`src/core/ddr_io_pkg.sv`:
```
package ddr_io_pkg;
  // Termination choices for an idle pin
  typedef enum logic [1:0] {
    TERM_PULLDOWN = 2'h0,
    TERM_PULLUP = 2'h1,
    TERM_FLOAT = 2'h2
  } term_t;
  // Edge rate
  localparam logic EDGE_SLOW = 1'h0;
  localparam logic EDGE_FAST = 1'h1;
  // Drive code: 0..5 stand for 2,4,6,8,12,16 mA
  localparam logic [2:0] DRIVE_12MA = 3'h4;
  localparam logic [2:0] DRIVE_MAX_CODE = 3'h5;
  // Signalling standard code, default is 2.5 V CMOS
  localparam logic [2:0] STD_CMOS25 = 3'h2;
  localparam logic [1:0] RST_TERM = 2'h0;
  localparam logic RST_KEEP = 1'h0;
  // Output phase sequencer: one-hot
  typedef enum logic [1:0] {
    PH_FIRST = 2'h1,
    PH_SECOND = 2'h2
  } phase_t;
  localparam int BUF_DEPTH = 2;
endpackage

```
`src/core/ddr_io_cell.sv`:
```
`timescale 1ns/1ns
module ddr_io_cell
  import ddr_io_pkg::*;
#(
  parameter int BUF_W = 2
) (
  input wire logic MCLK,
  input wire logic RST,
  // Input clock enables: primary and secondary (falling) sample points
  input wire logic ICLK_PRIMARY_EN,
  input wire logic ICLK_SECONDARY_EN,
  input wire logic CASCADE_EN,
  // Output clock enables
  input wire logic OCLK_PRIMARY_EN,
  input wire logic OCLK_SECONDARY_EN,
  // Fabric output stream, pairs of bits {second, first}
  input wire logic TX_VALID,
  input wire logic [1:0] TX_DATA,
  output logic TX_READY,
  // Fabric input stream
  output logic RX_VALID,
  output logic [1:0] RX_DATA,
  input wire logic RX_READY,
  output logic RX_OVERRUN,
  // Pad
  input wire logic PAD_IN,
  output logic PAD_OUT,
  output logic PAD_OE_N,
  input wire logic DRIVE_EN,
  // Static configuration
  input wire logic CONFIGURING,
  input wire logic PIN_USED,
  input wire logic CONFIG_PULLUP_SELECT_PIN_N,
  input wire logic [1:0] IDLE_PIN_TERMINATION,
  input wire logic PULLUP_EN,
  input wire logic PULLDOWN_EN,
  input wire logic KEEPER_EN,
  input wire logic EDGE_FAST_SEL,
  input wire logic [2:0] DRIVE_SEL,
  input wire logic [2:0] SIGNALLING_STANDARD_SETTING,
  output logic PULLUP_ON,
  output logic PULLDOWN_ON,
  output logic KEEPER_ON,
  output logic KEEP_LEVEL,
  output logic EDGE_RATE,
  output logic [2:0] DRIVE_STRENGTH,
  output logic [2:0] STD_OUT
);

  // Both buffers are built for exactly two entries
  if (BUF_W != BUF_DEPTH) begin : bad_buf_w
    $error("ddr_io_cell: BUF_W must be 2");
  end

  // ---------------- Input DDR ----------------
  logic first_ddr_bit_q, second_ddr_bit_q, slave_bit_q, pair_v_q, pair_hi_q;
  logic [1:0] pair_q;

  assign pair_q = {pair_hi_q, first_ddr_bit_q};

  always_ff @(posedge MCLK) begin
    if (RST) begin
      first_ddr_bit_q <= 1'h0;
    end else if (ICLK_PRIMARY_EN) begin
      first_ddr_bit_q <= PAD_IN;
    end
  end

  always_ff @(posedge MCLK) begin
    if (RST) begin
      second_ddr_bit_q <= 1'h0;
    end else if (ICLK_SECONDARY_EN) begin
      second_ddr_bit_q <= PAD_IN;
    end
  end

  // Slave cell store, retimed to the primary input clock
  always_ff @(posedge MCLK) begin
    if (RST) begin
      slave_bit_q <= 1'h0;
    end else if (ICLK_PRIMARY_EN) begin
      slave_bit_q <= second_ddr_bit_q;
    end
  end

  // Pair presented on primary clock; cascaded second bit or raw one
  always_ff @(posedge MCLK) begin
    if (RST) begin
      pair_hi_q <= 1'h0;
      pair_v_q <= 1'h0;
    end else begin
      pair_v_q <= ICLK_PRIMARY_EN;
      if (ICLK_PRIMARY_EN) begin
        pair_hi_q <= CASCADE_EN ? slave_bit_q : second_ddr_bit_q;
      end
    end
  end

  // Two-entry receive buffer
  logic [1:0] rbuf_q [BUF_DEPTH];
  logic [1:0] rcnt_q;
  logic rwp_q, rrp_q;
  logic rpush, rpop;

  assign rpop = RX_VALID && RX_READY;
  assign rpush = pair_v_q && (rcnt_q != 2'h2 || rpop);

  always_ff @(posedge MCLK) begin
    if (RST) begin
      rcnt_q <= 2'h0;
      rwp_q <= 1'h0;
      rrp_q <= 1'h0;
    end else begin
      if (rpush) begin
        rbuf_q[rwp_q] <= pair_q;
        rwp_q <= ~rwp_q;
      end
      if (rpop) begin
        rrp_q <= ~rrp_q;
      end
      rcnt_q <= rcnt_q + {1'h0, rpush} - {1'h0, rpop};
    end
  end

  always_ff @(posedge MCLK) begin
    if (RST) begin
      RX_VALID <= 1'h0;
      RX_DATA <= 2'h0;
    end else begin
      logic [1:0] n;
      n = rcnt_q + {1'h0, rpush} - {1'h0, rpop};
      RX_VALID <= (n != 2'h0);
      // Head shown only from written entries, never from an empty slot
      if (rpush && (rcnt_q == 2'h0 || (rcnt_q == 2'h1 && rpop))) begin
        RX_DATA <= pair_q;
      end else if (rpop && rcnt_q == 2'h2) begin
        RX_DATA <= rbuf_q[~rrp_q];
      end
    end
  end

  // Overrun is sticky until reset; a pair lost when buffer is full
  always_ff @(posedge MCLK) begin
    if (RST) begin
      RX_OVERRUN <= 1'h0;
    end else if (pair_v_q && !rpush) begin
      RX_OVERRUN <= 1'h1;
    end
  end

  // ---------------- Output DDR ----------------
  // Two-entry transmit buffer; drained one pair per primary output clock
  logic [1:0] tbuf_q [BUF_DEPTH];
  logic [1:0] tcnt_q;
  logic twp_q, trp_q;
  logic tpush, tpop;

  assign tpop = OCLK_PRIMARY_EN && (tcnt_q != 2'h0);
  assign tpush = TX_VALID && TX_READY;

  always_ff @(posedge MCLK) begin
    if (RST) begin
      tcnt_q <= 2'h0;
      twp_q <= 1'h0;
      trp_q <= 1'h0;
      TX_READY <= 1'h0;
    end else begin
      logic [1:0] n;
      n = tcnt_q + {1'h0, tpush} - {1'h0, tpop};
      if (tpush) begin
        tbuf_q[twp_q] <= TX_DATA;
        twp_q <= ~twp_q;
      end
      if (tpop) begin
        trp_q <= ~trp_q;
      end
      tcnt_q <= n;
      TX_READY <= (n != 2'h2);
    end
  end

  // First bit on primary clock; second bit staged into the secondary domain
  logic d1_q, d2_stage_q, d2_q;
  phase_t phase_q;

  always_ff @(posedge MCLK) begin
    if (RST) begin
      d1_q <= 1'h0;
      d2_stage_q <= 1'h0;
    end else if (OCLK_PRIMARY_EN) begin
      d1_q <= tpop ? tbuf_q[trp_q][0] : d1_q;
      d2_stage_q <= tpop ? tbuf_q[trp_q][1] : d2_stage_q;
    end
  end

  // Plain two-clock register, no alignment select
  always_ff @(posedge MCLK) begin
    if (RST) begin
      d2_q <= 1'h0;
    end else if (OCLK_SECONDARY_EN) begin
      d2_q <= d2_stage_q;
    end
  end

  always_ff @(posedge MCLK) begin
    if (RST) begin
      phase_q <= PH_FIRST;
    end else if (OCLK_PRIMARY_EN) begin
      phase_q <= PH_FIRST;
    end else if (OCLK_SECONDARY_EN) begin
      phase_q <= PH_SECOND;
    end
  end

  // DDR mux onto the pad
  always_ff @(posedge MCLK) begin
    if (RST) begin
      PAD_OUT <= 1'h0;
    end else begin
      case (phase_q)
        PH_FIRST: PAD_OUT <= d1_q;
        PH_SECOND: PAD_OUT <= d2_q;
        default: PAD_OUT <= 1'h0;
      endcase
    end
  end

  always_ff @(posedge MCLK) begin
    if (RST) begin
      PAD_OE_N <= 1'h1;
    end else begin
      PAD_OE_N <= ~DRIVE_EN;
    end
  end

  // ---------------- Termination and keeper ----------------
  logic cfg_pull_up, idle_pull_up, idle_pull_dn;

  assign cfg_pull_up = CONFIGURING && !PIN_USED && !CONFIG_PULLUP_SELECT_PIN_N;
  assign idle_pull_up = !CONFIGURING && !PIN_USED &&
    (IDLE_PIN_TERMINATION == TERM_PULLUP);
  assign idle_pull_dn = !CONFIGURING && !PIN_USED &&
    (IDLE_PIN_TERMINATION != TERM_PULLUP) &&
    (IDLE_PIN_TERMINATION != TERM_FLOAT);

  // Settings sampled only while configuring, frozen afterwards
  logic pu_cfg_q, pd_cfg_q, keep_cfg_q;

  always_ff @(posedge MCLK) begin
    if (RST) begin
      pu_cfg_q <= 1'h0;
      pd_cfg_q <= 1'h0;
      keep_cfg_q <= RST_KEEP;
      EDGE_RATE <= EDGE_SLOW;
      DRIVE_STRENGTH <= DRIVE_12MA;
      STD_OUT <= STD_CMOS25;
    end else if (CONFIGURING) begin
      pu_cfg_q <= PULLUP_EN;
      pd_cfg_q <= PULLDOWN_EN && !PULLUP_EN;
      keep_cfg_q <= KEEPER_EN;
      EDGE_RATE <= EDGE_FAST_SEL;
      DRIVE_STRENGTH <= (DRIVE_SEL > DRIVE_MAX_CODE) ? DRIVE_12MA : DRIVE_SEL;
      STD_OUT <= SIGNALLING_STANDARD_SETTING;
    end
  end

  always_ff @(posedge MCLK) begin
    if (RST) begin
      PULLUP_ON <= 1'h0;
      PULLDOWN_ON <= 1'h0;
      KEEPER_ON <= 1'h0;
    end else begin
      PULLUP_ON <= cfg_pull_up || idle_pull_up || (PIN_USED && pu_cfg_q);
      PULLDOWN_ON <= !cfg_pull_up && (idle_pull_dn || (PIN_USED && pd_cfg_q));
      KEEPER_ON <= keep_cfg_q && PIN_USED && !pu_cfg_q && !pd_cfg_q;
    end
  end

  // Level on the pad: PAD_OUT while driven, PAD_IN otherwise
  always_ff @(posedge MCLK) begin
    if (RST) begin
      KEEP_LEVEL <= 1'h0;
    end else if (!PAD_OE_N) begin
      KEEP_LEVEL <= PAD_OUT;
    end else begin
      KEEP_LEVEL <= PAD_IN;
    end
  end

endmodule

```
`config.mk`:
```
export PLATFORM = sky130hd
export DESIGN_NAME = ddr_io_cell
export DESIGN_NICKNAME = d
export VERILOG_FILES = /design/src/core/ddr_io_pkg.sv /design/src/core/ddr_io_cell.sv
export SDC_FILE = /design/constraint.sdc
export NUM_CORES = 1
export LEC_CHECK = 0
export BUFFER_PORTS_ARGS = -buffer_cell sky130_fd_sc_hd__buf_2
export CAP_MARGIN = 5
export CELL_PAD_IN_SITES_DETAIL_PLACEMENT = 0
export CELL_PAD_IN_SITES_GLOBAL_PLACEMENT = 1
export CORE_UTILIZATION = 45
export CTS_BUF_LIST = sky130_fd_sc_hd__clkbuf_4 sky130_fd_sc_hd__clkbuf_8
export DETAILED_ROUTE_END_ITERATION = 6
export PLACE_DENSITY = 0.86
export REMOVE_ABC_BUFFERS = 1
export SLEW_MARGIN = 10
export SYNTH_ARGS = -nofsm -noshare
export SYNTH_HDL_FRONTEND = slang
export SYNTH_SLANG_ARGS = --single-unit
```
`constraint.sdc`:
```
create_clock -name MCLK -period 3.5 [get_ports MCLK]
set_input_delay 0.35 -clock MCLK [delete_from_list [all_inputs] [get_ports MCLK]]
set_output_delay 0.35 -clock MCLK [all_outputs]
set_load 0.02 [all_outputs]
```
==> results_dict.tcl, run 1 <==
set metrics [dict create \
    outcome "completed" \
    finalNetCount 252 \
    grt_overflow 0 \
    grt_use_met2 0.290 \
    viasPerCell 4.94 \
    ios 46 \
    dpl.cell_count 259 \
    core-area_um2 3770 \
    power_frac_comb 0.216 \
    worst_slack_ps 1550 \
    p_int_uw 875 \
    fp.dieH_um 65.7 \
    syn_inst 171 \
    cts_resized 0 \
    rsz0062_at_grt "false" \
    synth_area_per_cell_um2 10.7 \
    cts_sinks 47 \
    drv_slew 0 \
    period_share 0.556 \
    use_met1 0.175 \
    cts_max_level 2 \
    port-buffer-count 45 \
    diodes 0 \
    timing.hold.ws_ps 219 \
    die_area_um2 4320 \
    clkSlewWorstSetupHoldPaths_ps 80 \
    fin_tns_setup_ps 0 \
    layout_common_cells "45 x buf_2, 39 x dfxtp_1, 30 x nor2_1" \
    worstSetupStartpointType "flip-flop" \
    cts_tree "done" \
    vias 1315 \
    drive_above_1_share 0.252 \
    synthTopCellsByArea "dfxtp_1 43%, edfxtp_1 13%, mux2i_1 8.2%, nor2_1 6.2%, ha_1 4.1%" \
    fin_skew_ps 4.22 \
    fin_cells 266 \
    drc 0 \
    drt-total-wl_mm 3.08 \
    cts_buffer_depth 2 \
    pwr-share-clk 0.241 \
    cp_max_fo 5 \
    antenna_found_initial 0 \
    synth.largest_area_cell "dfxtp_1" \
    met3_usage 0.0469 \
    tightest_slew_ps 708 \
    yosysWarnings 0 \
    hpwl_mm 2.25 \
    post_drt_wl_per_cell_um 11.6 \
    p_seq_frac 0.543 \
    p_leak_nw 0.972 \
    busiest_layer "met2" \
    globalplace.congestion 0.780 \
    drt_iter0_drc 36 \
    worst_ir_drop_vdd_mv 0.360 \
    initial_core_util 0.484 \
    rows 22 \
    hold_violations 0 \
    arrival_ps 2130 \
    clk-insertion-delay-late_ps 290 \
    endpoint_kind "flip-flop" \
    cp.required_ps 3680 \
    ant_nets 0 \
    postCtsSetupBuffers 0 \
    switching_share 0.291 \
    grt_max_degree 42 \
    area_growth_pct 18.4 \
    fmax_mhz 514 \
    drtPass1Iterations 4 \
    ys_seq_area_frac 0.559 \
    grt_pass1_vias 1340 \
    p_total_mw 1.23 \
    synthDistinctLibCells 34 \
    final_common_cell "buf_2" \
    fin_crit_ps 1950 \
    yosysTopAreaCellShare 0.428 \
    synth_seq_cells 47 \
    synth_area_um2 1830 \
    slew_headroom 0.528 \
    cap_violations 0 \
    crit_type "reg2reg" \
    place_ws_ps 1460 \
    setup_viol_count_final 0 \
    holdBufCountCts 0 \
    p_switching_uw 360 \
    powerDensity_nw_per_um2 571 \
    grt_first_pass_wirelength_mm 5.36 \
    numCtsBuffers 5 \
    die_w_um 65.7 \
    min_path_type "in2reg" \
    root_buffer "clkbuf_8" \
    track_usage 0.167 \
]
==> cell families after synthesis <==
| logic type | Yosys count | share of synthesized area |
|---|---|---|
| AOI/OAI and AO/OA | 21 | 0.0768 |
| adders and majority gates | 6 | 0.0411 |
| and+or+nand+nor | 64 | 0.178 |
| buffers and inverters | 10 | 0.0247 |
| xor gates and xnor gates | 8 | 0.0384 |
| muxes | 15 | 0.0822 |
| DFF | 47 | 0.559 |
==> power groups by stage <==
stage               Clock, mW  Combinational, mW  Sequential, mW
floorplan                   0              0.165           0.699
global placement            0              0.257           0.678
detailed placement          0              0.270           0.681
CTS                     0.312              0.271           0.670
global route            0.330              0.301           0.680
finish                  0.298              0.267           0.670
==> final timing paths <==
check                   from          to  slack [ps]  depth (start not counted)
setup reg to reg   rcnt_q[0]    RX_VALID        1550                          9
hold / removal      DRIVE_EN    PAD_OE_N         220                          2
hold reg to reg   RX_DATA[0]  RX_DATA[0]         470                          2
setup / recovery   rcnt_q[0]    RX_VALID        1550                          9
==> sequential cells by signal, indices dropped and copies added (netlist names), 2 cells and up <==
name            flops
tcnt_q              2
RX_DATA             2
rcnt_q              2
phase_q             2
STD_OUT             3
rbuf_q              4
DRIVE_STRENGTH      3
tbuf_q              4
==> cell type report <==
cell class,instances,area [µm²]
clock buffer,5,68.8
clock inverter,2,8.76
fill,329,1610
inverter,5,18.8
multi-input combinational,114,759
sequential,47,1020
tap,48,60.1
timing repair buffer,45,225
==> metrics by stage <==
step | utilization | cell area, µm²
floorplan | - | 1800
global placement | 0.553 | 2080
detailed placement | 0.553 | 2080
CTS | 0.573 | 2160
global route | 0.573 | 2160
finish | 0.573 | 2160
==> cell usage after synthesis (all sizes together) <==
| master | instances |
|---|---|
| a211o | 1 |
| a211oi | 3 |
| a21o | 1 |
| a21oi | 10 |
| a22oi | 1 |
| and2 | 1 |
| and4b | 1 |
| buf | 4 |
| clkbuf | 1 |
| dfxtp | 39 |
| edfxtp | 8 |
| ha | 6 |
| inv | 5 |
| mux2i | 15 |
| nand2 | 3 |
| nand2b | 5 |
| nand3 | 3 |
| nand3b | 1 |
| nand4b | 1 |
| nor2 | 30 |
| nor2b | 8 |
| nor3 | 7 |
| nor3b | 3 |
| o21a | 2 |
| o21ai | 2 |
| o21bai | 1 |
| or2 | 1 |
| xnor2 | 3 |
| xor2 | 5 |
==> critical path, cell delays in order (launching register included) <==
cell	delay, ps
dfxtp_1	350
nand2b_1	200
o21ai_4	180
ha_1	260
inv_1	60
ha_1	150
xor2_1	200
and2_1	170
nor3_2	40
or2_1	230
==> per-layer routing <==
| layer | share of wire | up-vias |
|---|---|---|
| li1 | - | 674 |
| met2 | 0.47 | 30 |
| met4 | 0.023 | 0 |
| met1 | 0.45 | 602 |
| met5 | 0 | - |
| met3 | 0.051 | 9 |
(Power assumes the default switching activity.)
==> inputs of run 2 (changes only) <==
--- a/config.mk
+++ b/config.mk
@@ -9,10 +9,10 @@
 export CAP_MARGIN = 5
 export CELL_PAD_IN_SITES_DETAIL_PLACEMENT = 0
 export CELL_PAD_IN_SITES_GLOBAL_PLACEMENT = 1
-export CORE_UTILIZATION = 45
+export CORE_UTILIZATION = 42
 export CTS_BUF_LIST = sky130_fd_sc_hd__clkbuf_4 sky130_fd_sc_hd__clkbuf_8
 export DETAILED_ROUTE_END_ITERATION = 6
-export PLACE_DENSITY = 0.86
+export PLACE_DENSITY = 0.81
 export REMOVE_ABC_BUFFERS = 1
 export SLEW_MARGIN = 10
 export SYNTH_ARGS = -nofsm -noshare
==> constraint.sdc (replaced) <==
create_clock -name MCLK -period 2 [get_ports MCLK]
set_input_delay 0.2 -clock MCLK [delete_from_list [all_inputs] [get_ports MCLK]]
set_output_delay 0.2 -clock MCLK [all_outputs]
set_load 0.02 [all_outputs]
==> run 2 against run 1 <==
Effect of this change: core utilization down 3.5 points; register-to-register slack lost 1500 ps; cell count increased by 1.9%; global-route usage fell by 1.6 points; combinational power increased by 84%; die area grew 6.9%; critical path type unchanged; highest routed layer unchanged.
==> results_dict.tcl, run 2 (same netlist as run 1, synthesis figures left out) <==
set metrics [dict create \
    area_growth_pct 20.6 \
    worstSetupStartpointType "flip-flop" \
    cp.required_ps 2180 \
    cpMostUsedCell "ha_1" \
    reg.largest.list "rbuf_q x4, tbuf_q x4" \
    hpwl_mm 2.30 \
    whs_endpoint "PAD_OE_N" \
    fin_cells 271 \
    diodes 0 \
    viasPerCell 4.94 \
    period_share 0.955 \
    fin_tns_setup_ps 0 \
    cp_num_buf_inv 1 \
    drc 0 \
    min_path_type "in2reg" \
    track_usage 0.151 \
    top_layer "met4" \
    slowest_stage "dfxtp_1" \
    grt_overflow 0 \
    cts_tree "done" \
    tightest_slew_ps 469 \
    clkSlewWorstSetupHoldPaths_ps 80 \
    port-buffer-count 45 \
    powerDensity_nw_per_um2 998 \
    wl_met3_um 124 \
    numCtsBuffers 5 \
    ant_nets 0 \
    core-area_um2 4090 \
    r2r_cells 9 \
    cp_cell_sequence "nand2b_4 -> o21ai_4 -> ha_1 -> inv_1 -> ha_1 -> xor2_2 -> and2_1 -> nor3_2 -> or2_1" \
    drt-total-wl_mm 3.15 \
    ios 46 \
    drv_slew 0 \
    final_common_cell "buf_2" \
    layout_common_cells "45 x buf_2, 39 x dfxtp_1, 30 x nor2_1" \
    die_w_um 67.9 \
    p_leak_nw 0.987 \
    initial_core_util 0.447 \
    outcome "completed" \
    cp_top_family "simple AND/OR/NAND/NOR gates" \
    fmax_mhz 523 \
    wl_met2_mm 1.63 \
    r2r_start "rcnt_q[0]" \
    rows 23 \
    clk-insertion-delay-late_ps 290 \
    vias 1340 \
    post-route-util 0.539 \
    fp.dieH_um 67.9 \
    grt_pass1_vias 1252 \
    post_drt_wl_per_cell_um 11.6 \
    grt_first_pass_wirelength_mm 5.15 \
    setup_viol_count_final 0 \
    worst_ir_drop_vdd_mv 0.718 \
    hold_depth 2 \
    crit_type "reg2reg" \
    drtPass1Iterations 4 \
    fin_crit_ps 1910 \
    root_buffer "clkbuf_8" \
    final_area_um2 2200 \
    cts_max_level 2 \
    place_area_um2 2090 \
    reg2reg_slack_ps 90 \
    globalplace.congestion 0.704 \
    drive_above_1_share 0.267 \
    dpl.cell_count 262 \
    antenna_found_initial 0 \
    endpoint_kind "flip-flop" \
    cts_buffer_depth 2 \
    finalNetCount 254 \
    timing.hold.ws_ps 68.0 \
    hold_violations 0 \
    arrival_ps 2090 \
    hold_start "DRIVE_EN" \
    cpPeakStageDelay_ps 400 \
    reg2reg_to "RX_VALID" \
    drt_iter0_drc 43 \
    wl_met1_mm 1.36 \
    cap_violations 0 \
    die_area_um2 4610 \
    cts_sinks 47 \
    slew_headroom 0.687 \
    fin_skew_ps 5.55 \
    grt_max_degree 27 \
    cp_max_fo 5 \
]
run 2: stage by stage:
step	power [mW]	setup WS (ps)
after detailed placement	1.66	69.1
final	2.20	89.6
after floorplan	1.51	143
after CTS	2.20	50.7
after global placement	1.63	197
after global routing	2.34	-11.5
run 2: area by class of cell:
class	instances	area, µm²
clock inverter	2	7.51
multi-input combinational	114	774
tap	50	62.6
timing repair buffer	47	240
sequential	47	1020
inverter	5	18.8
fill	372	1890
clock buffer	6	76.3
run 2: worst max path at each step:
| stage | slack [ps] | start | to | cells past startpoint |
|---|---|---|---|---|
| finish | 90 | rcnt_q[0] | RX_VALID | 9 |
| global route | -10 | RX_VALID | RX_VALID | 10 |
| CTS | 50 | rcnt_q[0] | RX_VALID | 9 |
| detailed placement | 70 | rcnt_q[0] | RX_VALID | 9 |
| global placement | 200 | rcnt_q[0] | RX_VALID | 9 |
| floorplan | 140 | RX_VALID | RX_VALID | 10 |
run 2: routing by layer:
layer / up-vias / track usage
met5: - / 0
met1: 631 / 0.166
met3: 4 / 0.0450
met4: 0 / 0.0625
li1: 678 / -
met2: 27 / 0.266
run 2: worst reg2reg max path: stages (launching register included):
cell and delay (ps):
dfxtp_1 400, nand2b_4 170, o21ai_4 60, ha_1 290, inv_1 50, ha_1 190
xor2_2 200, and2_1 170, nor3_2 40, or2_1 220
run 2: timing repair:
action | CTS | global route
hold buffers | 0 | 0
buffers inserted | 0 | 1
endpoints found under the setup margin | 0 | 1
resized for setup | 0 | 2
run 2: power by group:
group          switching [mW]  leakage [nW]  internal [mW]  total [mW]
logic                   0.259         0.548          0.232       0.490
registers              0.0911         0.394           1.08        1.18
clock network           0.279        0.0437          0.252       0.531
total                   0.629         0.987           1.57        2.20
